===== config.mk =====
export PLATFORM = sky130hd
export DESIGN_NAME = fdp_top
export DESIGN_NICKNAME = d
export VERILOG_FILES = /design/src/fdp_pkg.sv /design/src/fdp_dsel_dec.sv /design/src/fdp_top.sv
export SDC_FILE = /design/constraint.sdc
export NUM_CORES = 1
export LEC_CHECK = 0
export BUFFER_PORTS_ARGS = -buffer_cell sky130_fd_sc_hd__buf_2
export CAP_MARGIN = 15
export CELL_PAD_IN_SITES_DETAIL_PLACEMENT = 2
export CELL_PAD_IN_SITES_GLOBAL_PLACEMENT = 2
export CORE_MARGIN = 4
export CORE_UTILIZATION = 25
export DETAILED_ROUTE_END_ITERATION = 12
export PLACE_DENSITY_LB_ADDON = 0.2
export SKIP_LAST_GASP = 1
export SYNTH_ARGS = -nofsm -noshare
export SYNTH_HDL_FRONTEND = slang
export SYNTH_HIERARCHICAL = 1
export SYNTH_SLANG_ARGS = --single-unit

===== constraint.sdc =====
create_clock -name sys_clk_in -period 1.15 [get_ports sys_clk_in]
set_input_delay 0.23 -clock sys_clk_in [delete_from_list [all_inputs] [get_ports sys_clk_in]]
set_output_delay 0.23 -clock sys_clk_in [all_outputs]
set_load 0.01 [all_outputs]

===== src/fdp_pkg.sv =====
// Constants, types and state layout for the drive-pin and DMA handshake
// block. Assumes every user sits in the sys_clk_in domain.
package fdp_pkg;

    // ==========================================================
    // Host interface modes
    localparam logic [1:0] FDP_MODE_LEGACY   = 2'h0;
    localparam logic [1:0] FDP_MODE_COMPACT  = 2'h1;
    localparam logic [1:0] FDP_MODE_ENHANCED = 2'h2;

    // ==========================================================
    // Drive output control register layout and reset value
    localparam int         FDP_OUTCTL_DMA_EN_BIT = 3;
    localparam int         FDP_OUTCTL_SEL_LO     = 0;
    localparam int         FDP_OUTCTL_MOTOR_LO   = 4;
    localparam logic [7:0] FDP_OUTCTL_RESET      = 8'h00;

    // ==========================================================
    // Rate codes, reset rate and density select modes
    localparam logic [1:0] FDP_RATE_500K  = 2'h0;
    localparam logic [1:0] FDP_RATE_300K  = 2'h1;
    localparam logic [1:0] FDP_RATE_250K  = 2'h2;
    localparam logic [1:0] FDP_RATE_1M    = 2'h3;
    localparam logic [1:0] FDP_RATE_RESET = FDP_RATE_250K;

    localparam logic [1:0] FDP_DENS_AUTO     = 2'h0;
    localparam logic [1:0] FDP_DENS_FORCE_HI = 2'h1;
    localparam logic [1:0] FDP_DENS_FORCE_LO = 2'h2;

    // ==========================================================
    // DMA handshake states
    typedef enum logic [2:0] {
        FDP_ST_IDLE = 3'b001,
        FDP_ST_REQ  = 3'b010,
        FDP_ST_XFER = 3'b100
    } fdp_dma_e;

    // ==========================================================
    // Carriers for grouped inputs
    typedef struct packed {
        logic seek_active;
        logic seek_inward;
        logic rw_active;
    } fdp_head_s;

    typedef struct packed {
        logic [1:0] dens_mode;
        logic       mc_as_rdgate;
    } fdp_modecfg_s;

    // ==========================================================
    // Whole state of the top module
    typedef struct packed {
        fdp_dma_e   fsm;
        logic       pending;
        logic [7:0] outctl;
        logic [1:0] rate;
        logic       strap;
        logic       dma_req;
        logic       dma_rd;
        logic       dma_wr;
        logic       reg_rd;
        logic       reg_wr;
        logic [2:0] reg_addr;
        logic       dens_lvl;
        logic       step_dir;
        logic [3:0] dsel;
        logic       unit2;
        logic       media;
        logic       rdgate;
        logic       done;
    } fdp_state_s;

    localparam fdp_state_s FDP_STATE_RESET = '{
        fsm: FDP_ST_IDLE, pending: 1'b0, outctl: FDP_OUTCTL_RESET,
        rate: FDP_RATE_RESET, strap: 1'b0, dma_req: 1'b0, dma_rd: 1'b0,
        dma_wr: 1'b0, reg_rd: 1'b0, reg_wr: 1'b0, reg_addr: 3'h0,
        dens_lvl: 1'b0, step_dir: 1'b0, dsel: 4'h0, unit2: 1'b0,
        media: 1'b0, rdgate: 1'b0, done: 1'b0};

endpackage


===== src/fdp_dsel_dec.sv =====
// Drive select decoder: one-hot drive number gated by motor enables.
// Assumes a stable drive output control value at its input.
`timescale 1ns/100ps

module fdp_dsel_dec (
    input  wire logic [7:0] outctl_in, // Drive output control value
    output logic      [3:0] dsel_out  // Decoded, gated drive selects
);

    // ==========================================================
    // Decode
    logic [1:0] unit;
    logic [3:0] onehot;

    // Pick the unit number and its matching enable
    always_comb begin
        unit     = outctl_in[fdp_pkg::FDP_OUTCTL_SEL_LO +: 2];
        onehot   = 4'h1 << unit;
        dsel_out = onehot &
                   outctl_in[fdp_pkg::FDP_OUTCTL_MOTOR_LO +: 4];
    end

endmodule


===== src/fdp_top.sv =====
// DMA handshake gating and drive-side pin logic of a disk controller.
// Assumes all inputs synchronous to sys_clk_in; the engine asks for bytes.
// Operation
// - Acknowledge low enables strobes for DMA
// - Legacy, compact modes: DMA gated by bit 3
// - Enhanced mode: DMA always on, bit 3 reserved
// - Request output active high when byte needed
// - Density high at 500k or 1M rates
// - Density polarity follows drive type strap
// - Mode setting may override density output
// - Step direction active inward during seek
// - Step direction inactive during reads, writes
// - Four drive selects decoded from bits 0-1
// - Each select gated by its bit 4-7
// - Rate pins follow last written rate bits
// - Enhanced mode shows second unit present
// - Media change level readable by software
// - Media change input may become read gate
// - Address lines ignored during DMA cycles
`timescale 1ns/100ps

module fdp_top (
    input  wire logic                 sys_clk_in,      // 250 MHz clock
    input  wire logic                 rst_in,          // Sync reset, high
    input  wire logic [1:0]           host_mode_in,    // Host mode code
    input  wire logic                 drive_type_strap_in, // Caught at reset
    input  wire logic                 outctl_write_in, // Control reg write
    input  wire logic [7:0]           outctl_data_in,  // Control reg data
    input  wire logic                 cfg_write_in,    // Config reg write
    input  wire logic [1:0]           cfg_data_in,     // Config rate bits
    input  wire logic                 dsr_write_in,    // Rate reg write
    input  wire logic [1:0]           dsr_data_in,     // Rate reg bits
    input  wire logic                 byte_needed_in,  // Engine wants byte
    input  wire logic                 dma_ack_n_in,    // DMA acknowledge
    input  wire logic                 cs_n_in,         // Chip select
    input  wire logic                 rd_n_in,         // Read strobe
    input  wire logic                 wr_n_in,         // Write strobe
    input  wire logic [2:0]           reg_addr_lines_in, // Register address
    input  wire fdp_pkg::fdp_head_s   head_in,         // Seek, r/w status
    input  wire fdp_pkg::fdp_modecfg_s modecfg_in,     // Mode settings
    input  wire logic                 second_unit_present_in, // Unit 2 pin
    input  wire logic                 media_change_in, // Door opened pin
    output logic                      dma_request_line_out, // DMA request
    output logic                      dma_rd_strobe_out, // DMA read cycle
    output logic                      dma_wr_strobe_out, // DMA write cycle
    output logic                      reg_rd_strobe_out, // Register read
    output logic                      reg_wr_strobe_out, // Register write
    output logic [2:0]                reg_addr_out,    // Latched address
    output logic                      byte_done_out,   // Byte moved pulse
    output logic                      density_select_out, // Density pin
    output logic                      step_dir_out,    // Step direction
    output logic [3:0]                drive_select_outs_out, // Selects
    output logic                      rate_code_out_lo, // Rate bit 0
    output logic                      rate_code_out_hi, // Rate bit 1
    output logic                      status_a_unit2_out, // Unit 2 status
    output logic                      dir_media_change_out, // Media status
    output logic                      read_gate_diag_out // Read gate diag
);

    // ==========================================================
    // Helpers
    function automatic logic dma_on(input logic [1:0] mode,
                                    input logic [7:0] ctl);
        dma_on = (mode == fdp_pkg::FDP_MODE_ENHANCED) ? 1'b1
               : ctl[fdp_pkg::FDP_OUTCTL_DMA_EN_BIT];
    endfunction

    function automatic logic high_density(input logic [1:0] rate);
        high_density = (rate == fdp_pkg::FDP_RATE_500K) ||
                       (rate == fdp_pkg::FDP_RATE_1M);
    endfunction

    // ==========================================================
    // State
    fdp_pkg::fdp_state_s s;
    fdp_pkg::fdp_state_s next_s;
    logic                dma_en;
    logic                ack_eff;
    logic                strobe_low;
    logic                hd;
    logic [3:0]          dsel_dec;

    // Drive select decoding from the stored control value
    fdp_dsel_dec u_dsel (
        .outctl_in (s.outctl),
        .dsel_out  (dsel_dec)
    );

    // Qualified acknowledge and strobe activity
    always_comb begin
        dma_en     = dma_on(host_mode_in, s.outctl);
        ack_eff    = !dma_ack_n_in && dma_en;
        strobe_low = !rd_n_in || !wr_n_in;
        hd         = high_density(s.rate);
    end

    // ==========================================================
    // Next state
    always_comb begin
        next_s = s;
        next_s.done = 1'b0;
        // New byte request; a request arriving while one clears wins
        next_s.pending = s.pending || byte_needed_in;
        case (s.fsm)
            fdp_pkg::FDP_ST_IDLE: begin
                if (s.pending && dma_en) begin
                    next_s.fsm     = fdp_pkg::FDP_ST_REQ;
                    next_s.pending = byte_needed_in;
                end
            end
            fdp_pkg::FDP_ST_REQ: begin
                if (ack_eff && strobe_low) begin
                    next_s.fsm = fdp_pkg::FDP_ST_XFER;
                end
            end
            fdp_pkg::FDP_ST_XFER: begin
                // Strobe released: byte moved, drop the request
                if (!strobe_low) begin
                    next_s.fsm  = fdp_pkg::FDP_ST_IDLE;
                    next_s.done = 1'b1;
                end
            end
            default: begin
                next_s.fsm = fdp_pkg::FDP_ST_IDLE;
            end
        endcase
        next_s.dma_req = (next_s.fsm != fdp_pkg::FDP_ST_IDLE) &&
                         (next_s.fsm != fdp_pkg::FDP_ST_XFER || strobe_low)
                         && dma_en;
        // DMA strobes need the acknowledge, register ones need select
        next_s.dma_rd = ack_eff && !rd_n_in;
        next_s.dma_wr = ack_eff && !wr_n_in;
        next_s.reg_rd = !cs_n_in && !ack_eff && !rd_n_in;
        next_s.reg_wr = !cs_n_in && !ack_eff && !wr_n_in;
        if (!cs_n_in && !ack_eff) begin
            next_s.reg_addr = reg_addr_lines_in;
        end
        // Register writes; the rate holds the last write, a rate reg write winning over a config write in the same cycle
        if (outctl_write_in) begin
            next_s.outctl = outctl_data_in;
        end
        if (dsr_write_in) begin
            next_s.rate = dsr_data_in;
        end else if (cfg_write_in) begin
            next_s.rate = cfg_data_in;
        end
        // Density level: asserted level equals the strap
        case (modecfg_in.dens_mode)
            fdp_pkg::FDP_DENS_FORCE_HI: next_s.dens_lvl = s.strap;
            fdp_pkg::FDP_DENS_FORCE_LO: next_s.dens_lvl = !s.strap;
            default: next_s.dens_lvl = hd ~^ s.strap;
        endcase
        next_s.step_dir = head_in.seek_active && head_in.seek_inward &&
                          !head_in.rw_active;
        next_s.dsel  = dsel_dec;
        next_s.unit2 = (host_mode_in == fdp_pkg::FDP_MODE_ENHANCED) &&
                       second_unit_present_in;
        next_s.media = !modecfg_in.mc_as_rdgate && media_change_in;
        next_s.rdgate = modecfg_in.mc_as_rdgate && media_change_in;
        // Reset loads constants and catches the strap
        if (rst_in) begin
            next_s = fdp_pkg::FDP_STATE_RESET;
            next_s.strap = drive_type_strap_in;
        end
    end

    // Register the whole state
    always_ff @(posedge sys_clk_in) begin
        s <= next_s;
    end

    // ==========================================================
    // Outputs straight from flops
    assign dma_request_line_out  = s.dma_req;
    assign dma_rd_strobe_out     = s.dma_rd;
    assign dma_wr_strobe_out     = s.dma_wr;
    assign reg_rd_strobe_out     = s.reg_rd;
    assign reg_wr_strobe_out     = s.reg_wr;
    assign reg_addr_out          = s.reg_addr;
    assign byte_done_out         = s.done;
    assign density_select_out    = s.dens_lvl;
    assign step_dir_out          = s.step_dir;
    assign drive_select_outs_out = s.dsel;
    assign rate_code_out_lo      = s.rate[0];
    assign rate_code_out_hi      = s.rate[1];
    assign status_a_unit2_out    = s.unit2;
    assign dir_media_change_out  = s.media;
    assign read_gate_diag_out    = s.rdgate;

    // ==========================================================
    // Assertions
    a_req_gated_off: assert property (@(posedge sys_clk_in)
        disable iff (rst_in) !dma_en |=> !dma_request_line_out)
        else $error("DMA request while DMA disabled");

    a_enh_req_on: assert property (@(posedge sys_clk_in)
        disable iff (rst_in)
        (host_mode_in == fdp_pkg::FDP_MODE_ENHANCED &&
         s.fsm == fdp_pkg::FDP_ST_REQ && !strobe_low)
        |=> dma_request_line_out)
        else $error("Enhanced mode request not driven");

    a_ack_rd_strobe: assert property (@(posedge sys_clk_in)
        disable iff (rst_in)
        (!dma_ack_n_in && dma_en && !rd_n_in) |=>
        dma_rd_strobe_out && !reg_rd_strobe_out)
        else $error("Acknowledged read not passed as DMA strobe");

    a_req_withdraw: assert property (@(posedge sys_clk_in)
        disable iff (rst_in)
        (s.fsm == fdp_pkg::FDP_ST_XFER && rd_n_in && wr_n_in)
        |=> byte_done_out && !dma_request_line_out ##1 !byte_done_out)
        else $error("Request not withdrawn after byte");

    a_dens_auto: assert property (@(posedge sys_clk_in)
        disable iff (rst_in)
        (modecfg_in.dens_mode == fdp_pkg::FDP_DENS_AUTO)
        |=> density_select_out == ($past(hd) ~^ s.strap))
        else $error("Density level wrong for rate and strap");

    a_dens_force: assert property (@(posedge sys_clk_in)
        disable iff (rst_in)
        (modecfg_in.dens_mode == fdp_pkg::FDP_DENS_FORCE_HI)
        |=> density_select_out == s.strap)
        else $error("Forced density level wrong");

    a_dir_rw_idle: assert property (@(posedge sys_clk_in)
        disable iff (rst_in) head_in.rw_active |=> !step_dir_out)
        else $error("Step direction active during read or write");

    a_dsel_gate: assert property (@(posedge sys_clk_in)
        disable iff (rst_in)
        !s.outctl[fdp_pkg::FDP_OUTCTL_MOTOR_LO] |=> !drive_select_outs_out[0])
        else $error("Drive select active without its enable");

    a_rate_last: assert property (@(posedge sys_clk_in)
        disable iff (rst_in)
        dsr_write_in |=> {rate_code_out_hi, rate_code_out_lo} ==
        $past(dsr_data_in))
        else $error("Rate pins miss last rate write");

    a_addr_dma_hold: assert property (@(posedge sys_clk_in)
        disable iff (rst_in) ack_eff |=> $stable(reg_addr_out))
        else $error("Address latched during DMA cycle");

endmodule


# Word level (Yosys, flattened, before mapping)
# Cells that the tools add are included.
# word_totals
latchBits	0
mem_bits_ro	0
output_inout_bits	20
word_cells	71
reg_bits	33
input_bits	36
mem_count	0
ramBits	0
# op_classes
n_bitwise	3
shift	1
n_mux	10
n_mul	0
add_sub_neg	0
order_cmp	0
n_eq_ne	9
n_reduce_logical	30
n_div	0
# op_table
operator	n
logical AND 1 bit	15
one-hot mux 3 bit (3 select lines)	1
logical NOT 1 bit	8
== test 2 bit (second input constant)	3
two-way mux 3 bit	2
bitwise AND 4 bit	1
logical OR 1 bit	4
two-way mux 2 bit	2
two-way mux 4 bit	1
left shift 1 x 2 -> 4 bit (first input constant)	1
== test 3 x 1 -> 1 bit (second input constant)	1
== test 3 x 2 -> 1 bit (second input constant)	1
== test 3 bit (second input constant)	1
two-way mux 1 bit	3
!= test 3 x 1 -> 1 bit (second input constant)	1
!= test 3 bit (second input constant)	1
== test 2 x 1 -> 1 bit (second input constant)	1
logical NOT 2 bit	1
one-hot mux 1 bit (2 select lines)	1
nonzero test 2 bit	1
OR reduction 2 bit	1
NOT 1 bit	1
bitwise XNOR 1 bit	1

# Depth between registers and ports, before layout
# Gate-level depths: netlist (run 1).
# logic_depth
word_depth	10
mapped_depth	5

# Hierarchy
# The synthesis (run 1) kept the hierarchy.
# modules_own_cells
mod	area_each_um2	seq_area_each_um2	cells_each	instances
fdp_top	1350.0	670.6	132	1
fdp_dsel_dec	32.5	0.0	4	1

# Worst setup path after synthesis (run 1)
# No wires, ideal clock.
# synth_path
path_kind	register to register
from	reg s[30] (netlist bit)
to	reg s[29] (netlist bit)
stages_incl_launch_ff	4
arrival_ns	1.005
path_buffers	0
setup_slack_ns	0.023
setup_time_ns	0.122
cell_sequence	dfxtp_1 or3b_1 a211oi_1 nor3_1
# synth_between
elab_chain_len	2
# synth_lines
element	line_no	text
start, declared	fdp_top.sv:75	fdp_pkg::fdp_state_s s;
start signal, assigned	fdp_top.sv:169	s <= next_s;
== test 3 x 1 -> 1 bit	fdp_top.sv:104	case (s.fsm)
two-way mux 1 bit	fdp_top.sv:104	
# No other way between the ends.
# A chain may end at the register's enable or synchronous reset.

# Final worst setup path (run 1)
# layout_path
from	reg s[32] (netlist bit)
to	reg s (netlist bit dma_request_line_out)
# layout_between
elab_chain_len	6
# layout_lines
element	line_no	text
== test 3 bit (tied with other cells)	fdp_top.sv:104	
one-hot mux 3 bit (3 select lines) (*)	fdp_top.sv:104	
!= test 3 bit	fdp_top.sv:128	(next_s.fsm != fdp_pkg::FDP_ST_XFER || strobe_low)
logical OR 1 bit	fdp_top.sv:128	
logical AND 1 bit (*)	fdp_top.sv:127	next_s.dma_req = (next_s.fsm != fdp_pkg::FDP_ST_IDLE) &&
logical AND 1 bit (*)	fdp_top.sv:129	&& dma_en;
# Mark *: on every way between the ends. The rest lies on a longest branch, timed or not.

==> summary.md, run 1 <==
| Metric | Value |
|---|---|
| DP HPWL | `slightly below 3 mm` |
| TNS Setup | `0 ps` |
| Crit path launch type | `flip-flop` |
| Proportion of layout cells with a drive suffix above 1 | `0.445` |
| GR Overflow Total | `0` |
| Initial antenna violation count | `0` |
| Post-CTS Hold Buffers | `0` |
| Final setup fails | `0` |
| Max-Cap Viols | `0` |
| Min Hold Slack | `~100 ps` |
| Tmin final | `about 1100 ps` |
| Synthesized cell area | `1350 um2` |
| Pwr/cell area | `between 1000 and 1500 nW/um2` |
| CTS Root Cell | `clkbuf_8` |
| Largest net degree at the start of global routing | `13` |
| H-tree depth | `2` |
| Status | `finished, final reports clean` |
| Worst VDD drop | `between 0.0005 and 0.0006 V` |
| Footprint of the multi-input gates | `slightly above 600 um2` |
| RSZ-0062 raised after global routing | `yes` |
| CTS Sinks | `32` |
| Fin. Hold Viols | `0` |
| Vias | `around 1,200` |
| YS warnings | `6` |
| Buffers on Ports | `54` |
| Later-pin clock latency in the skew report | `~280 ps` |
| Drt initial violations | `13` |
| Site row count | `26` |
| Worst-path clk slew | `70 ps` |
| Die ar. | `6630 um2` |
| Clock Tree Buf Depth | `2` |
| Syn avg cell area | `between 10 and 15 um2` |
| Final wirelength | `approximately 3.6 mm` |
| Ant diodes | `0` |
| Remaining DRCs | `0` |
| Max Clk Rate | `903 MHz` |
| Fin nets | `~230` |
| Period utilization | `0.963` |
| Number of global-route vias before repair | `about 1,300` |
| P_leak | `about 0.87 nW` |
| Rel. slew slack | `0.770` |
| Synthesized netlist cell count | `between 100 and 150` |
| Pre-antenna DRT Iters | `2` |
| Routed Antenna Nets | `0` |
| Dpl cells | `approximately 250` |
| Vias per cell | `roughly 4.4` |
| Die height | `approximately 81 um` |
| IO Count | `56` |
| Layout area overhead | `34.9%` |
| Worst Path Required | `approximately 1300 ps` |
| Setup crit end kind | `flip-flop` |
| Die width | `just over 80 um` |
| Initial Util | `0.261` |
| Worst Tran Pin Value | `345 ps` |
| Max-slew violation count | `0` |
| First-pass GRT wire length | `approximately 6.0 mm` |
| Worst hold path class | `in2reg` |
| Core Box Area | `about 5200 um2` |
| Total GRT Usage | `0.119` |
| GP Congestion | `0.714` |
| DR WL/cell | `13.8 um` |
| Fillers | `just under 600` |
| Worst EP arrival | `roughly 1300 ps` |
| Critical path class | `reg2reg` |
| Clk_skew | `approximately 5.8 ps` |
| Net Count, Synth | `171` |
| CTS tree | `done` |
| Finished Layout Cells | `approximately 260` |
| CTS Buf Count | `5` |
| Seq. cell area | `roughly 650 um2` |
| Crit-path max FO | `4` |
[where the power goes]
part           total [mW]  internal [mW]  switching, mW
clock                1.07          0.641          0.429
sequential           1.20           1.17         0.0325
combinational       0.329          0.170          0.160
total                2.60           1.98          0.621
[placed cells by master, fill, tap and decap left out, types with 2 or more instances in the layout]
cell type and n:
ha_1 2, mux2_2 2, a211oi_2 2, nor3_1 4
and3b_1 2, nor2b_4 2, clkbuf_8 5, nor3b_1 5
and3_1 2, dfxtp_1 28, nor2_1 10, nor2b_1 5
nand2_1 13, a211o_1 2, buf_2 54, dfxtp_2 3
inv_1 4, o21ai_0 2, buf_4 8, nand2b_1 3
mux2i_1 12
[worst max-delay path: stages, from the launching register on]
cell and delay, ps:
dfxtp_2 340, or3b_4 410, o22ai_1 180, nor3_2 60
[metrics by stage]
stage	cell area (um2)	setup WS [ps]	total power, mW	utilization
after floorplan	1350	22.9	1.41	-
after global placement	1680	-26.4	1.53	0.325
after detailed placement	1680	-84.0	1.55	0.325
after CTS	1800	-13.4	2.66	0.348
after global routing	1820	-15.0	2.75	0.352
final	1820	42.8	2.60	0.352
[final timing paths]
path / from / end / slack [ps] / depth (start not counted)
setup / recovery: s[32] / dma_request_line_out / 40 / 3
hold / removal: head_in[0] / step_dir_out / 100 / 2
setup reg to reg: s[32] / dma_request_line_out / 40 / 3
hold reg to reg: reg_addr_out[2] / reg_addr_out[2] / 460 / 2
[per-layer routing]
layer,track usage,wire [um]
met5,0,0
met4,0.0456,51
met3,0.0395,214
met2,0.220,1910
met1,0.123,1420
[area by class of cell]
type / instances / area share
clock inverters: 3 / 0.0234
multi-input cells: 85 / 0.341
repair buffers: 62 / 0.182
inverters: 4 / 0.00825
well taps: 70 / 0.0481
clock buffers: 5 / 0.0378
flip-flops and latches: 32 / 0.360
[registers in the layout, indices dropped and copies added, names as in the netlist]
register	flops
rate_code_out_hi	1
drive_select_outs_out	4
dir_media_change_out	1
reg_rd_strobe_out	1
read_gate_diag_out	1
dma_wr_strobe_out	1
reg_wr_strobe_out	1
dma_request_line_out	1
rate_code_out_lo	1
s	12
byte_done_out	1
reg_addr_out	3
step_dir_out	1
status_a_unit2_out	1
density_select_out	1
dma_rd_strobe_out	1
[repair_timing]
item                       in CTS  in global routing
buffers inserted                0                  0
gates cloned                    0                  0
pin swaps                       1                  1
setup endpoints to repair       4                  8
gates resized for setup         2                  8
(Power assumes the default switching activity.)
==> run 2: changes to the inputs <==
--- a/config.mk
+++ b/config.mk
@@ -13,6 +13,7 @@
 export CORE_UTILIZATION = 25
 export DETAILED_ROUTE_END_ITERATION = 12
 export PLACE_DENSITY_LB_ADDON = 0.2
+export RECOVER_POWER = 25
 export SKIP_LAST_GASP = 1
 export SYNTH_ARGS = -nofsm -noshare
 export SYNTH_HDL_FRONTEND = slang
==> summary.md, run 2 (same netlist as run 1, synthesis figures left out) <==
| Metric | Value |
|---|---|
| GR Overflow Total | `0 (unchanged)` |
| Period utilization | `0.964 (was 0.963)` |
| H-tree depth | `2 (unchanged)` |
| Final core occ | `0.350 (was 0.352)` |
| DR WL/cell | `13.8 um (about the same)` |
| Vias | `1,154 (was 1,151)` |
| Drt initial violations | `19 (was 13)` |
| Metal1 wirelength | `1.41 mm (was 1.42 mm)` |
| Top Layer Used | `met4 (unchanged)` |
| Worst-path clk slew | `70 ps (about the same)` |
| Routed wl met2 | `1.93 mm (was 1.91 mm)` |
| Clock Tree Buf Depth | `2 (unchanged)` |
| Proportion of layout cells with a drive suffix above 1 | `0.429 (was 0.445)` |
| Pwr Total | `2.60 mW (about the same)` |
| Fin. Hold Viols | `0 (unchanged)` |
| Max-Cap Viols | `0 (unchanged)` |
| Critical path class | `reg2reg (unchanged)` |
| IO Count | `56 (unchanged)` |
| DP HPWL | `2.96 mm (unchanged)` |
| Site row count | `26 (unchanged)` |
| Max-slew violation count | `0 (unchanged)` |
| Clk_skew | `5.73 ps (was 5.75 ps)` |
| TNS Setup | `0 ps (unchanged)` |
| Final wirelength | `3.60 mm (was 3.59 mm)` |
| Dpl cells | `253 (unchanged)` |
| WL met3 | `214 um (unchanged)` |
| Logic pwr share | `0.125 (was 0.127)` |
| Worst EP arrival | `1270 ps (about the same)` |
| Crit-path max FO | `4 (unchanged)` |
| Die width | `81.5 um (unchanged)` |
| Placed cell areas | `1680 um2 (unchanged)` |
| Largest reg by FF count | `s (unchanged)` |
| CTS tree | `done (unchanged)` |
| CTS Buf Count | `5 (unchanged)` |
| Layout area overhead | `34.2% (was 34.9%)` |
| Buffers on Ports | `54 (unchanged)` |
| Pre-antenna DRT Iters | `2 (unchanged)` |
| Worst Tran Pin Value | `492 ps (was 345 ps)` |
| Total GRT Usage | `0.119 (unchanged)` |
| Seq pwr share | `0.463 (about the same)` |
| Core Box Area | `5170 um2 (unchanged)` |
| Ant diodes | `0 (unchanged)` |
| RSZ-0062 raised after global routing | `yes (unchanged)` |
| Post-CTS Hold Buffers | `0 (unchanged)` |
| Worst hold path class | `in2reg (unchanged)` |
| Pwr/cell area | `1440 nW/um2 (was 1430 nW/um2)` |
| Crit path launch type | `flip-flop (unchanged)` |
| P_leak | `0.863 nW (was 0.873 nW)` |
| Worst VDD drop | `0.000557 V (about the same)` |
| Fin worst setup slack | `41.9 ps (was 42.8 ps)` |
| Largest net degree at the start of global routing | `13 (unchanged)` |
| Final setup fails | `0 (unchanged)` |
| CTS Sinks | `32 (unchanged)` |
| Remaining DRCs | `0 (unchanged)` |
| Vias per cell | `4.42 (was 4.41)` |
| Status | `finished, final reports clean (unchanged)` |
| GP Congestion | `0.714 (unchanged)` |
| Fin nets | `228 (unchanged)` |
| Initial Util | `0.261 (unchanged)` |
| Design Area, Final | `1810 um2 (was 1820 um2)` |
| CTS Root Cell | `clkbuf_8 (unchanged)` |
| Rel. slew slack | `0.672 (was 0.770)` |
| Max Clk Rate | `902 MHz (was 903 MHz)` |
| Most frequent cells in the layout | `buf_2, dfxtp_1, nand2_1, mux2i_1, nor2_1 (unchanged)` |
| First-pass GRT wire length | `5.98 mm (unchanged)` |
| Number of global-route vias before repair | `1,298 (unchanged)` |
| Initial antenna violation count | `0 (unchanged)` |
| Pre-CTS setup slack | `-84.0 ps (unchanged)` |
| Min Hold Slack | `102 ps (about the same)` |
| Clock Power Share | `0.411 (about the same)` |
| Largest register FFs | `12 (unchanged)` |
| Pint | `1.98 mW (about the same)` |
| Most common cell after layout, fill and taps aside | `buf_2 (unchanged)` |
| Sw Pwr | `621 uW (about the same)` |
| Finished Layout Cells | `261 (unchanged)` |
| Postcts setup bufs | `0 (unchanged)` |
| Routed Antenna Nets | `0 (unchanged)` |
| Die height | `81.5 um (unchanged)` |
| Setup crit end kind | `flip-flop (unchanged)` |
| Worst Path Required | `1310 ps (about the same)` |
| Sw frac | `0.239 (about the same)` |
| Tmin final | `1110 ps (about the same)` |
| Later-pin clock latency in the skew report | `280 ps (about the same)` |
| Die ar. | `6630 um2 (unchanged)` |
==> run 2: changes by cell type in the layout (fill, tap and decap cells not counted) <==
| cell | delta |
|---|---|
| buf_2 | -1 |
| buf_4 | -2 |
| clkbuf_1 | +3 |
==> run 2: final timing paths <==
check | start | end | depth (start not counted) | slack, ps
worst max-delay path | s[32] | dma_request_line_out | 3 | 40
worst min-delay path | head_in[0] | step_dir_out | 2 | 100
worst max register to register | s[32] | dma_request_line_out | 3 | 40
worst min register to register | reg_addr_out[2] | reg_addr_out[2] | 2 | 460
==> run 2: routing by layer <==
| layer | GRT usage | vias to the layer above |
|---|---|---|
| met5 | 0 | - |
| met4 | 0.0456 | 0 |
| met3 | 0.0395 | 6 |
| met2 | 0.220 | 31 |
| met1 | 0.123 | 551 |
| li1 | - | 566 |
==> run 2: cell type report <==
class	count	area (um2)
multi-input cells	85	621
well taps	70	87.6
flip-flops and latches	32	654
inverters	4	15.0
repair buffers	62	322
clock buffers	5	68.8
fillers	589	3360
clock inverters	3	42.5
==> run 2: power groups by stage <==
stage	logic (mW)	clock network, mW	registers [mW]
final	0.326	1.07	1.20
after detailed placement	0.322	0	1.23
after global placement	0.307	0	1.23
after CTS	0.329	1.12	1.20
after floorplan	0.177	0	1.23
after global routing	0.365	1.17	1.21
==> run 2: timing repair <==
action / 4_1_cts / 5_1_grt
cloned: 0 / 0
resized for setup: 2 / 8
endpoints found under the hold margin: 0 / 0
pin swaps: 1 / 1
setup endpoints to repair: 4 / 8
==> run 2: worst max-delay path: stages, from the launching register on <==
cell     delay, ps
dfxtp_2        340
or3b_4         410
o22ai_1        180
nor3_2          60
